`src/rtl/io_assign_pkg.sv`:
```
// Purpose: Constants for the servo I/O function assignment block
// Assumes: APB with 32-bit data, one register per aligned word
// Notes:   Function codes are 8 bits wide
package io_assign_pkg;
  // ==========================================
  // Register byte offsets
  localparam logic [7:0] OFF_FORCE_ON    = 8'h00;
  localparam logic [7:0] OFF_IN1_FUNC    = 8'h04;
  localparam logic [7:0] OFF_IN2_FUNC    = 8'h08;
  localparam logic [7:0] OFF_IN3_FUNC    = 8'h0c;
  localparam logic [7:0] OFF_OUT1_FUNC   = 8'h10;
  localparam logic [7:0] OFF_OUT2_FUNC   = 8'h14;
  localparam logic [7:0] OFF_OUT3_FUNC   = 8'h18;
  localparam logic [7:0] OFF_FILTER_SEL  = 8'h1c;
  localparam logic [7:0] OFF_PIN_POL     = 8'h20;
  localparam logic [7:0] OFF_PROX_POL    = 8'h24;
  localparam logic [7:0] OFF_STATUS      = 8'h28;
  // ==========================================
  // Reset values
  localparam logic [3:0] RST_FORCE_ON    = 4'h0;
  localparam logic [7:0] RST_IN1_FUNC    = 8'h0a;
  localparam logic [7:0] RST_IN2_FUNC    = 8'h0b;
  localparam logic [7:0] RST_IN3_FUNC    = 8'h22;
  localparam logic [7:0] RST_OUT1_FUNC   = 8'h05;
  localparam logic [7:0] RST_OUT2_FUNC   = 8'h04;
  localparam logic [7:0] RST_OUT3_FUNC   = 8'h03;
  localparam logic [3:0] RST_FILTER_SEL  = 4'h7;
  localparam logic [7:0] RST_PIN_POL     = 8'h00;
  localparam logic [3:0] RST_PROX_POL    = 4'h0;
  // ==========================================
  // Input function codes
  localparam logic [7:0] FN_FWD_LIMIT    = 8'h0a;
  localparam logic [7:0] FN_REV_LIMIT    = 8'h0b;
  localparam logic [7:0] FN_PROXIMITY    = 8'h22;
  // ==========================================
  // Output function codes
  localparam logic [7:0] FN_FAULT        = 8'h03;
  localparam logic [7:0] FN_POS_REACHED  = 8'h04;
  localparam logic [7:0] FN_BRAKE        = 8'h05;
  // ==========================================
  // Field positions
  localparam int         FORCE_FWD_BIT   = 0;
  localparam int         FORCE_REV_BIT   = 1;
  localparam int         PROX_POL_BIT    = 0;
  localparam int         STAT_FUNC_LSB   = 4;
  // ==========================================
  // Timing: one filter code step, 0.5 ms at 125 MHz
  localparam int         CLK_MHZ         = 125;
  localparam int         FILTER_STEP_US  = 500;
  localparam int         FILTER_STEP_CYC = FILTER_STEP_US * CLK_MHZ;
endpackage

```
`src/rtl/input_debounce.sv`:
```
// Purpose: Stability filter for one synchronised input
// Assumes: Input already passed two flip-flops
// Notes:   Limit of zero passes the input through
`timescale 1ns/100ps
`default_nettype none
module input_debounce #(
  parameter int CNT_W = 24
) (
  input  wire logic             pclk,
  input  wire logic             presetn,
  input  wire logic             din,
  input  wire logic [CNT_W-1:0] limit,
  output logic                  dout_q
);
  // ==========================================
  // Stability counter
  logic [CNT_W-1:0] cnt_q;

  always_ff @(posedge pclk or negedge presetn) begin
    if (!presetn) begin
      cnt_q  <= '0;
      dout_q <= 1'b0;
    end else if (din == dout_q) begin
      cnt_q <= '0;
    end else if (cnt_q >= limit) begin
      cnt_q  <= '0;
      dout_q <= din;
    end else begin
      cnt_q <= cnt_q + 1'b1;
    end
  end
endmodule // input_debounce
`default_nettype wire

```
`src/rtl/servo_io_assign.sv`:
```
// Purpose: Function assignment for servo I/O pins, filter and polarity for the input pins
// Assumes: Pins asynchronous to pclk, internal signals on pclk
// Notes:   APB slave, zero wait, one transfer per two cycles
`timescale 1ns/100ps
`default_nettype none
module servo_io_assign #(
  parameter int STEP_CYC = io_assign_pkg::FILTER_STEP_CYC,
  parameter int CNT_W    = 24
) (
  input  wire logic        pclk,
  input  wire logic        presetn,
  input  wire logic        psel,
  input  wire logic        penable,
  input  wire logic        pwrite,
  input  wire logic [7:0]  paddr,
  input  wire logic [31:0] pwdata,
  output logic [31:0]      prdata,
  output logic             pready,
  output logic             pslverr,
  input  wire logic [2:0]  in_pin,
  output logic [2:0]       out_pin,
  input  wire logic        brake_interlock_out,
  input  wire logic        position_reached_out,
  input  wire logic        fault_out,
  output logic             fwd_travel_limit_in,
  output logic             rev_travel_limit_in,
  output logic             proximity_in,
  output logic             fwd_stop,
  output logic             rev_stop
);
  // ==========================================
  // Elaboration check
  if (STEP_CYC < 1 || longint'(STEP_CYC) * 15 >= (longint'(1) << CNT_W)) begin : g_bad_step
    $error("STEP_CYC does not fit the filter counter");
  end

  // ==========================================
  // Configuration registers
  logic [3:0] force_on_select_q;
  logic [7:0] in_func_q [3];
  logic [7:0] out_func_q [3];
  logic [3:0] input_noise_filter_select_q;
  logic [7:0] input_pin_polarity_q;
  logic [3:0] proximity_polarity_q;

  logic       wr_en;
  logic       setup;
  logic [7:0] a;
  assign setup = psel && !penable;
  assign wr_en = psel && penable && pready && pwrite;
  assign a     = paddr;

  always_ff @(posedge pclk or negedge presetn) begin
    if (!presetn) begin
      force_on_select_q <= io_assign_pkg::RST_FORCE_ON;
    end else if (wr_en && a == io_assign_pkg::OFF_FORCE_ON) begin
      force_on_select_q <= pwdata[3:0];
    end
  end

  always_ff @(posedge pclk or negedge presetn) begin
    if (!presetn) begin
      in_func_q[0] <= io_assign_pkg::RST_IN1_FUNC;
      in_func_q[1] <= io_assign_pkg::RST_IN2_FUNC;
      in_func_q[2] <= io_assign_pkg::RST_IN3_FUNC;
    end else if (wr_en) begin
      if (a == io_assign_pkg::OFF_IN1_FUNC) begin
        in_func_q[0] <= pwdata[7:0];
      end
      if (a == io_assign_pkg::OFF_IN2_FUNC) begin
        in_func_q[1] <= pwdata[7:0];
      end
      if (a == io_assign_pkg::OFF_IN3_FUNC) begin
        in_func_q[2] <= pwdata[7:0];
      end
    end
  end

  always_ff @(posedge pclk or negedge presetn) begin
    if (!presetn) begin
      out_func_q[0] <= io_assign_pkg::RST_OUT1_FUNC;
      out_func_q[1] <= io_assign_pkg::RST_OUT2_FUNC;
      out_func_q[2] <= io_assign_pkg::RST_OUT3_FUNC;
    end else if (wr_en) begin
      if (a == io_assign_pkg::OFF_OUT1_FUNC) begin
        out_func_q[0] <= pwdata[7:0];
      end
      if (a == io_assign_pkg::OFF_OUT2_FUNC) begin
        out_func_q[1] <= pwdata[7:0];
      end
      if (a == io_assign_pkg::OFF_OUT3_FUNC) begin
        out_func_q[2] <= pwdata[7:0];
      end
    end
  end

  always_ff @(posedge pclk or negedge presetn) begin
    if (!presetn) begin
      input_noise_filter_select_q <= io_assign_pkg::RST_FILTER_SEL;
      input_pin_polarity_q        <= io_assign_pkg::RST_PIN_POL;
      proximity_polarity_q        <= io_assign_pkg::RST_PROX_POL;
    end else if (wr_en) begin
      if (a == io_assign_pkg::OFF_FILTER_SEL) begin
        input_noise_filter_select_q <= pwdata[3:0];
      end
      if (a == io_assign_pkg::OFF_PIN_POL) begin
        input_pin_polarity_q <= pwdata[7:0];
      end
      if (a == io_assign_pkg::OFF_PROX_POL) begin
        proximity_polarity_q <= pwdata[3:0];
      end
    end
  end

  // ==========================================
  // Input path: sync, filter, polarity
  logic [2:0]       sync1_q;
  logic [2:0]       sync2_q;
  logic [2:0]       filt;
  logic [2:0]       pin_on;
  logic [CNT_W-1:0] limit;

  always_ff @(posedge pclk or negedge presetn) begin
    if (!presetn) begin
      sync1_q <= 3'h0;
      sync2_q <= 3'h0;
    end else begin
      sync1_q <= in_pin;
      sync2_q <= sync1_q;
    end
  end

  assign limit = CNT_W'(input_noise_filter_select_q * STEP_CYC);

  genvar gi;
  generate
    for (gi = 0; gi < 3; gi++) begin : g_in
      input_debounce #(
        .CNT_W (CNT_W)
      ) u_deb (
        .pclk    (pclk),
        .presetn (presetn),
        .din     (sync2_q[gi]),
        .limit   (limit),
        .dout_q  (filt[gi])
      );
      assign pin_on[gi] = filt[gi] ^ input_pin_polarity_q[gi];
    end
  endgenerate

  // ==========================================
  // Function routing
  logic fwd_pin;
  logic rev_pin;
  logic prox_pin;
  logic prox_used;
  logic fwd_d;
  logic rev_d;
  logic prox_d;

  always_comb begin
    fwd_pin   = 1'b0;
    rev_pin   = 1'b0;
    prox_pin  = 1'b0;
    prox_used = 1'b0;
    for (int i = 0; i < 3; i++) begin
      if (in_func_q[i] == io_assign_pkg::FN_FWD_LIMIT) begin
        fwd_pin = fwd_pin | pin_on[i];
      end
      if (in_func_q[i] == io_assign_pkg::FN_REV_LIMIT) begin
        rev_pin = rev_pin | pin_on[i];
      end
      if (in_func_q[i] == io_assign_pkg::FN_PROXIMITY) begin
        prox_used = 1'b1;
        prox_pin  = prox_pin | pin_on[i];
      end
    end
  end

  // force only on the two limits
  assign fwd_d  = fwd_pin | force_on_select_q[io_assign_pkg::FORCE_FWD_BIT];
  assign rev_d  = rev_pin | force_on_select_q[io_assign_pkg::FORCE_REV_BIT];
  assign prox_d = prox_used &
                  (prox_pin ~^ proximity_polarity_q[io_assign_pkg::PROX_POL_BIT]);

  // stop only when limit is off
  always_ff @(posedge pclk or negedge presetn) begin
    if (!presetn) begin
      fwd_travel_limit_in <= 1'b0;
      rev_travel_limit_in <= 1'b0;
      proximity_in        <= 1'b0;
      fwd_stop            <= 1'b1;
      rev_stop            <= 1'b1;
    end else begin
      fwd_travel_limit_in <= fwd_d;
      rev_travel_limit_in <= rev_d;
      proximity_in        <= prox_d;
      fwd_stop            <= !fwd_d;
      rev_stop            <= !rev_d;
    end
  end

  // ==========================================
  // Output pin selection
  logic [2:0] out_d;
  always_comb begin
    for (int i = 0; i < 3; i++) begin
      case (out_func_q[i])
        io_assign_pkg::FN_BRAKE:       out_d[i] = brake_interlock_out;
        io_assign_pkg::FN_POS_REACHED: out_d[i] = position_reached_out;
        io_assign_pkg::FN_FAULT:       out_d[i] = fault_out;
        default:                       out_d[i] = 1'b0;
      endcase
    end
  end

  always_ff @(posedge pclk or negedge presetn) begin
    if (!presetn) begin
      out_pin <= 3'h0;
    end else begin
      out_pin <= out_d;
    end
  end

  // ==========================================
  // APB read and answer
  logic [31:0] rd_d;
  logic        hit;
  always_comb begin
    rd_d = 32'h0;
    hit  = 1'b1;
    case (a)
      io_assign_pkg::OFF_FORCE_ON:   rd_d[3:0] = force_on_select_q;
      io_assign_pkg::OFF_IN1_FUNC:   rd_d[7:0] = in_func_q[0];
      io_assign_pkg::OFF_IN2_FUNC:   rd_d[7:0] = in_func_q[1];
      io_assign_pkg::OFF_IN3_FUNC:   rd_d[7:0] = in_func_q[2];
      io_assign_pkg::OFF_OUT1_FUNC:  rd_d[7:0] = out_func_q[0];
      io_assign_pkg::OFF_OUT2_FUNC:  rd_d[7:0] = out_func_q[1];
      io_assign_pkg::OFF_OUT3_FUNC:  rd_d[7:0] = out_func_q[2];
      io_assign_pkg::OFF_FILTER_SEL: rd_d[3:0] = input_noise_filter_select_q;
      io_assign_pkg::OFF_PIN_POL:    rd_d[7:0] = input_pin_polarity_q;
      io_assign_pkg::OFF_PROX_POL:   rd_d[3:0] = proximity_polarity_q;
      io_assign_pkg::OFF_STATUS: begin
        rd_d[2:0] = filt;
        rd_d[io_assign_pkg::STAT_FUNC_LSB +: 3] =
          {proximity_in, rev_travel_limit_in, fwd_travel_limit_in};
      end
      default:                       hit = 1'b0;
    endcase
  end

  always_ff @(posedge pclk or negedge presetn) begin
    if (!presetn) begin
      prdata  <= 32'h0;
      pready  <= 1'b0;
      pslverr <= 1'b0;
    end else begin
      pready  <= setup;
      pslverr <= setup && !hit;
      prdata  <= (setup && !pwrite) ? rd_d : 32'h0;
    end
  end
endmodule // servo_io_assign
`default_nettype wire

```
`config.mk`:
```
export PLATFORM = sky130hd
export DESIGN_NAME = servo_io_assign
export DESIGN_NICKNAME = d
export VERILOG_FILES = /design/src/rtl/io_assign_pkg.sv /design/src/rtl/input_debounce.sv /design/src/rtl/servo_io_assign.sv
export SDC_FILE = /design/constraint.sdc
export NUM_CORES = 1
export LEC_CHECK = 0
export BUFFER_PORTS_ARGS = -buffer_cell sky130_fd_sc_hd__buf_2
export CORE_MARGIN = 2
export CORE_UTILIZATION = 40
export DETAILED_ROUTE_END_ITERATION = 7
export MAX_ROUTING_LAYER = met4
export SLEW_MARGIN = 20
export SYNTH_ARGS = -nofsm -noshare
export SYNTH_HDL_FRONTEND = slang
export SYNTH_SLANG_ARGS = --single-unit
```
`constraint.sdc`:
```
create_clock -name pclk -period 5.65 [get_ports pclk]
set_input_delay 0.2825 -clock pclk [delete_from_list [all_inputs] [get_ports pclk]]
set_output_delay 0.2825 -clock pclk [all_outputs]
set_load 0.01 [all_outputs]
```
# Word level (Yosys, flattened, before mapping)
# Cells that the tools add are included.
[op_classes]
add_sub_neg = 3
order_cmp = 3
mul = 1
mux = 27
reduce_logical = 26
n_eq_ne = 31
bitwise_logic = 16
[ops]
columns = ["cell", "n"]
rows = [
  ["$mux 24", 6],
  ["$add 24x1->24 const B", 3],
  ["$ge 24x20->1", 3],
  ["$eq 8x4->1 const B", 8],
  ["$eq 8x3->1 const B", 7],
  ["$eq 8x6->1 const B", 6],
  ["$pmux 3 s11", 1],
  ["$eq 8x5->1 const B", 4],
  ["$eq 8x2->1 const B", 3],
  ["$pmux 3 s8", 1],
  ["$reduce_and 2->1", 12],
  ["$mul 4x14->18 const B", 1],
  ["$mux 1", 13],
  ["$reduce_or 11->1", 1],
  ["$pmux 1 s10", 1],
  ["$pmux 1 s3", 3],
  ["$logic_not 8->1", 1],
  ["$mux 8", 1],
  ["$or 1x1->1", 8],
  ["$logic_and 1x1->1", 7],
  ["$pmux 1 s7", 1],
  ["$logic_not 1->1", 5],
  ["$eq 1x1->1", 3],
  ["$not 1->1", 3],
  ["3 further kinds", 5],
]
[totals]
output_inout_bits = 42
in_bits = 51
regBits = 167
wordCells = 134

# Depth between registers and ports, before layout
# Gate-level depths: netlist of run 1.
[depth]
ltp_word = 8
ltp_mapped = 19

# Hierarchy
# Synthesis of run 1 repeated with hierarchy kept, for this count alone.
[hier_totals]
cells_unflattened = 1063
hier_area_um2 = 11018.1
[by_module_without_submodules]
columns = ["module", "n_inst", "area_per_inst_um2", "cells_each"]
rows = [
  ["input_debounce", 3, 1926.8, 204],
  ["servo_io_assign", 1, 5237.5, 451],
]

# Worst setup path after synthesis of run 1
# OpenSTA, ideal clock, no wires.
[synth_timing]
path_type = "reg2reg"
from = "register input_noise_filter_select_q[3]"
to = "register g_in[2].u_deb.cnt_q[13]"
path_buffers = 1
arrival_time_ps = 4597
slack_ps = 982
required_ps = 5579
period_less_slack_ps = 4668
setup_ps = 71
stages_incl_launch_ff = 20
path_cell_list = "dfrtp_1 -> fa_1 -> inv_1 -> fa_1 -> inv_1 -> ha_1 -> nor2b_1 -> nor3_1 -> nor2_1 -> xnor2_1 -> ha_1 -> o21ai_0 -> nand2b_1 -> a22o_1 -> a31o_1 -> maj3_2 -> maj3_2 -> or3_4 -> buf_6 -> nor2_1"
[synth_via]
elab_chain_len = 4
[synth_lines]
columns = ["element", "line", "source"]
rows = [
  ["start: declaration", "servo_io_assign.sv:42", "logic [3:0] input_noise_filter_select_q;"],
  ["start signal: assignment", "servo_io_assign.sv:99", "input_noise_filter_select_q <= io_assign_pkg::RST_FILTER_SEL;"],
  ["start signal: assignment", "servo_io_assign.sv:104", "input_noise_filter_select_q <= pwdata[3:0];"],
  ["$mul 4x14->18", "servo_io_assign.sv:133", "assign limit = CNT_W'(input_noise_filter_select_q * STEP_CYC);"],
  ["$ge 24x20->1", "input_debounce.sv:25", "end else if (cnt_q >= limit) begin"],
  ["$mux 24", "input_debounce.sv:25", ""],
  ["$mux 24", "input_debounce.sv:23", "end else if (din == dout_q) begin"],
  ["end signal: assignment", "input_debounce.sv:29", "cnt_q <= cnt_q + 1'b1;"],
  ["end: declaration", "input_debounce.sv:17", "logic [CNT_W-1:0] cnt_q;"],
]
# Every way passes these cells.
# A chain may end at the register's enable or synchronous reset.

# Worst setup path in the final report of run 1
[layout_timing]
from = "register input_noise_filter_select_q[2]"
to = "register g_in[2].u_deb.cnt_q[18]"
# Same word-level chain as after synthesis.

==> results of run 1 <==
==> final timing paths <==
kind	slack, ps	cells after the start	to	startpoint
setup / recovery	590	18	g_in[2].u_deb.cnt_q[18]	input_noise_filter_select_q[2]
hold / removal	100	3	pready	psel
setup reg to reg	590	18	g_in[2].u_deb.cnt_q[18]	input_noise_filter_select_q[2]
hold reg to reg	350	0	sync2_q[0]	sync1_q[0]
max in group asynchronous	4070	3	in_func_q[10]	presetn
min in group asynchronous	320	2	g_in[2].u_deb.cnt_q[2]	presetn
==> metrics by stage <==
stage	power, mW	std cells
final	2.57	1297
after global routing	2.68	1297
after CTS	2.60	1296
after detailed placement	1.35	1260
after global placement	1.34	1260
after floorplan	1.30	935
==> logic make-up after synthesis <==
group	share of synthesized area
buffers and inverters	0.0461
muxes	0.0880
xor gates and xnor gates	0.0656
adders and majority gates	0.108
and+or+nand+nor	0.156
AOI/OAI and AO/OA	0.0927
DFF	0.443
other	0.000396
==> metal layers <==
metal,global-route usage,vias to the layer above,share of wire
met3,0.0356,32,0.033
met5,-,-,0
met2,0.304,126,0.47
met4,0.0615,0,0.019
met1,0.266,3395,0.48
li1,-,3284,-
==> synthesized netlist by cell type, drive strengths merged, types with 6 or more instances <==
library cell	number	area, um^2
nand2b	6	37.5
o21ai	25	125
inv	42	158
xor2	42	368
clkbuf	12	45.0
xnor2	29	254
dfstp	17	447
a31oi	9	56.3
a21oi	22	110
dfrtp	150	3750
nand4	12	75.1
or4	6	45.0
mux2	71	803
a22oi	15	113
a22o	7	61.3
nand2	65	244
nor3	36	216
nor2	91	347
nand3	33	165
nor4	10	62.6
and3	16	100
buf	32	234
ha	70	876
a221oi	6	52.6
==> worst min-delay path, cell delays in order <==
cell	delay, ps
buf_2	100
nand2b_1	80
inv_1	60
==> final cells by class <==
type	count	area, um^2
Antenna cell	1	2.50
Sequential cell	167	4200
Fill cell	2227	12700
Multi-Input combinational cell	682	4960
Clock inverter	15	209
Timing Repair Buffer	54	312
Tap cell	319	399
Inverter	42	158
Clock buffer	17	425
==> registers in the layout, summed over array words and instances (netlist names) <==
register,flops
g_in.u_deb.cnt_q,72
in_func_q,24
out_func_q,24
input_pin_polarity_q,8
prdata,8
force_on_select_q,4
input_noise_filter_select_q,4
proximity_polarity_q,4
g_in.u_deb.dout_q,3
out_pin,3
sync1_q,3
sync2_q,3
fwd_stop,1
fwd_travel_limit_in,1
pready,1
proximity_in,1
pslverr,1
rev_stop,1
rev_travel_limit_in,1
==> where the power goes <==
group / internal [mW] / switching [mW]
sequential: 1.21 / 0.00848
clock: 0.620 / 0.628
combinational: 0.0317 / 0.0779
total: 1.86 / 0.715
==> impl_results.md, run 1 <==
* Status: finished, final reports clean
* DR pass1 iterations at 5
* Final setup fails at 0
* Routed via count at 6837
* Synth Warn # at 0
* First-iteration detailed-routing DRC count at 431
* Slew Limit Fails at 0
* Post-synth ARST share at 1.00
* Dpl ws at 619 ps
* Post-cts gate resize count at 0
* Chip height at 158 um
* Clock latency on the worst-skew pair at 450 ps
* Clock buffer depth at 2
* Area post-placement at 0.00999 mm^2
* H-tree Lvls at 4
* Slew margin rel. at 0.377
* Clk_skew at 15.3 ps
* Yosys cell types at 70
* Worst slew pin tran at 929 ps
* Pwr Density at 241 mW/mm^2
* Placer Congestion at 0.843
* VDD IR max at 0.191 mV
* Worst setup EP type: register
* Worst-path cell chain: fa_1 > inv_1 > fa_1 > inv_1 > ha_1 > nor2b_1 > nor3_1 > nor2_1 > xnor2_1 > ha_1 > o21ai_0 > nand2b_1 > a22o_1 > a31o_1 > maj3_2 > maj3_2 > or3_4 > nor2_1
* CTS buffer count at 17
* Clock slew seen by the registers of the worst setup and hold paths at 80 ps
* EDFF count, synth at 0
* Setup WS post-layout at 592 ps
* Grt ovf at 0
* Layout cells sized above 1 at 0.197
* Initial antenna violation count at 1
* Fin Setup TNS at 0 ps
* Crit path largest cell delay at 650 ps
* Synthesized cell area at 0.00947 mm^2
* Final hold violations at 0
* Fin crit share at 0.895
* Synth Instances at 903
* Post-Route WL at 22500 um
* Avg Cell Area, Syn at 10.5 um^2
* Crit-path slowest cell: dfstp_2
* # Post-CTS Setup Buffers at 0
* Unrepaired setup endpoints after global routing: false
* Leakage at 4.83 nW
* TritonCTS clock tree: done
* Dpl hpwl at 15900 um
* Global-route wire length before repair at 36600 um
* Worst EP arrival at 5430 ps
* CP required at 6020 ps
* Critical path launch point type: register
* Max Cap Viol at 0
* Vias per cell at 5.27
* Core ar. at 0.0233 mm^2
* Final core occ at 0.457
* Highest attainable clock frequency at 198 MHz
* CP max FO at 21
* Core Rows at 56
* Global Route Usage Sum at 0.197
* Drt drc at 0
* Num Clock Sinks at 167
* Hold crit path type: in -> reg
* CTS Root Cell: clkbuf_16
* Total I/O pin count at 93
* DIE AREA at 0.0249 mm^2
* Period minus WS final at 5060 ps
* Buf+Inv Stages, Crit Path at 2
* Synthesis-to-finish area growth at 12.6%
* Final net count at 1090
* Worst hold margin at 96.7 ps
* Starting Density at 0.406
* Post-synthesis sequential area ratio at 0.443
* Die X-Extent at 158 um
* IO buf count at 44
* #FFs+latches synth at 167
* Commonest non-fill, non-tap cell in the layout: dfrtp_1
* Top FF cell, synth: dfrtp_1
* Top delay family on crit path: adder cells
* Final Instance Area at 0.0107 mm^2
* Most frequent cells in the layout: dfrtp_1, nor2_1, mux2_2, ha_1, nand2_1
* Crit Path Category: reg -> reg
* Largest net degree at the start of global routing at 68
* Post-route antenna net violation count at 0
* Vias in the first global route at 6792
* Cts hold-fix bufs at 4
* DR WL/cell at 17.4 um
Note: power is estimated with default switching activity, not from simulation.
==> inputs of run 2 (changes only) <==
SYNTH_HIERARCHICAL = 1   (was unset)
==> impl_results.md, run 2 <==
* Critical path launch point type: register
* Post-synth ARST share at 1.00
* Worst hold margin at 118 ps
* Avg Cell Area, Syn at 10.4 um^2
* Starting Density at 0.408
* Grt ovf at 0
* Dpl ws at 802 ps
* Synth Instances at 1063
* Post-route antenna net violation count at 0
* # Post-CTS Setup Buffers at 0
* Clock buffer depth at 2
* Dpl hpwl at 18200 um
* Top FF cell, synth: dfrtp_1
* Buf+Inv Stages, Crit Path at 2
* Commonest non-fill, non-tap cell in the layout: dfrtp_1
* Synth Warn # at 6
* Post-synthesis sequential area ratio at 0.381
* DR WL/cell at 16.6 um
* Status: finished, final reports clean
* Synthesis-to-finish area growth at 9.79%
* Core Rows at 60
* Yosys top cell area share at 0.341
* Die X-Extent at 170 um
* First-iteration detailed-routing DRC count at 581
* Area post-placement at 0.0115 mm^2
* Leakage at 5.41 nW
* EDFF count, synth at 0
* Most frequent cells in the layout: dfrtp_1, inv_1, ha_1, nand2_1, mux2_2
* Largest Register: g_in.u_deb/cnt_q
* Highest attainable clock frequency at 204 MHz
* Clk_skew at 12.9 ps
* Largest registers: g_in.u_deb/cnt_q (72), in_func_q (24), out_func_q (24)
* Number of placed cells counting well taps at 1449
* Final Instance Area at 0.0121 mm^2
* Slew Limit Fails at 0
* Clock slew seen by the registers of the worst setup and hold paths at 70 ps
* Final core occ at 0.448
* TritonCTS clock tree: done
* Worst EP arrival at 5280 ps
* Worst-path cell chain: fa_1 > fa_1 > ha_1 > nor2b_1 > o21ai_0 > a21o_1 > nand4b_1 > o311ai_0 > buf_4 > inv_1 > ha_1 > a21oi_1 > o21ai_0 > a21oi_1 > o22ai_1 > or4_4 > nor2b_1
* Fin crit share at 0.870
* Crit path largest cell delay at 840 ps
* Synthesized cell area at 0.0110 mm^2
* Core ar. at 0.0270 mm^2
* Unrepaired setup endpoints after global routing: false
* CP required at 6010 ps
* Crit-path slowest cell: or4_4
* Chip height at 170 um
* IO buf count at 44
* Layout cells sized above 1 at 0.219
* Initial antenna violation count at 1
* Largest net degree at the start of global routing at 60
* DIE AREA at 0.0289 mm^2
* Final hold violations at 0
* PnR Total Power at 2.99 mW
* Global-route wire length before repair at 40600 um
* Final net count at 1279
* Clock latency on the worst-skew pair at 440 ps
* Worst setup EP type: register
* Global Route Usage Sum at 0.185
* R2R setup slack at 740 ps
* Most common cell in the netlist: dfrtp_1
* Max reg flops at 72
* Yosys cell types at 73
* Final std cells w/o fill at 1486
* H-tree Lvls at 4
* List of most frequent post-synthesis cells: dfrtp_1, inv_1, ha_1
* CTS Root Cell: clkbuf_16
* VDD IR max at 0.190 mV
* Num Clock Sinks at 167
* DR pass1 iterations at 5
* Ranking of synthesized cells by area: dfrtp_1, ha_1, mux2_2
* CP max FO at 24
* Yosys top cell by area: dfrtp_1
* Final setup fails at 0
* Post-Route WL at 24700 um
* Hold crit path type: in -> reg
* Vias per cell at 5.24
* Placer Congestion at 0.928
* Max Cap Viol at 0
* Slew margin rel. at 0.500
* #FFs+latches synth at 167
* Total I/O pin count at 93
* Routed via count at 7789
* Setup WS post-layout at 737 ps
* Top delay family on crit path: adder cells
* Crit Path Category: reg -> reg
* Fin Setup TNS at 0 ps
* Worst slew pin tran at 750 ps
* Vias in the first global route at 7671
* Pwr Density at 247 mW/mm^2
* CTS buffer count at 17
* Period minus WS final at 4910 ps
* Drt drc at 0
run 2: cell count changes in the layout (fill, tap and decap cells not counted), sizes merged, moves of 9 or more:
cell / before / now
nor2b: 2 / 12
nand2: 65 / 79
nand4: 12 / 24
nor2: 91 / 125
a22oi: 15 / 5
inv: 52 / 101
ha: 70 / 92
conb: 33 / 42
nor3: 36 / 19
and3: 16 / 6
a21oi: 22 / 44
xnor2: 29 / 39
mux2i: 3 / 13
run 2: power by group:
group          internal [mW]  switching (mW)  total, mW
sequential              1.24          0.0534       1.29
combinational          0.153           0.381      0.534
clock                  0.649           0.512       1.16
total                   2.04           0.946       2.99
run 2: worst min-delay path, delay by kind of cell:
| kind | cells | cell delay (ps) |
|---|---|---|
| buffers and inverters | 2 | 150 |
| AND/OR/NAND/NOR | 1 | 100 |
run 2: final timing paths:
check                                                     from                       to  depth (start not counted)
worst max register to register  input_noise_filter_select_q[3]   g_in[1].u_deb/cnt_q[9]                         17
worst min-delay path                                      psel                   pready                          3
worst min register to register                      sync1_q[0]               sync2_q[0]                          0
min in group asynchronous                              presetn  g_in[2].u_deb/cnt_q[23]                          2
worst max-delay path            input_noise_filter_select_q[3]   g_in[1].u_deb/cnt_q[9]                         17
max in group asynchronous                              presetn  g_in[1].u_deb/cnt_q[19]                          3
run 2: kinds of logic (layout without fill, tap and decap cells):
kind of cell / Yosys count / count (layout) / synth area share
other: 1 / 43 / 0.000340
XOR/XNOR: 77 / 77 / 0.0612
AO/OA/AOI/OAI: 129 / 129 / 0.0752
flip-flops: 167 / 167 / 0.381
adder cells (fa/ha/maj): 97 / 97 / 0.114
buffers and inverters: 146 / 186 / 0.0711
multiplexers: 82 / 82 / 0.0834
AND/OR/NAND/NOR: 364 / 364 / 0.214
run 2: area by class of cell:
type                    count  area, um^2
inverters                  98         368
flip-flops and latches    167        4200
multi-input cells         791        6190
repair buffers             56         327
fillers                  2569       14900
well taps                 341         427
clock buffers              21         470
diodes                      1        2.50
clock inverters            11         114
run 2: per-layer routing:
metal	global-route usage	routed length (um)	up-vias
li1	-	-	3780
met1	0.240	11600	3807
met2	0.291	11500	169
met3	0.0347	1020	33
met4	0.0643	612	0
met5	-	0	-
run 2: repair_timing:
item / CTS / global route
endpoints found under the hold margin: 55 / 0
hold buffers: 4 / 0
gates resized for setup: 0 / 0
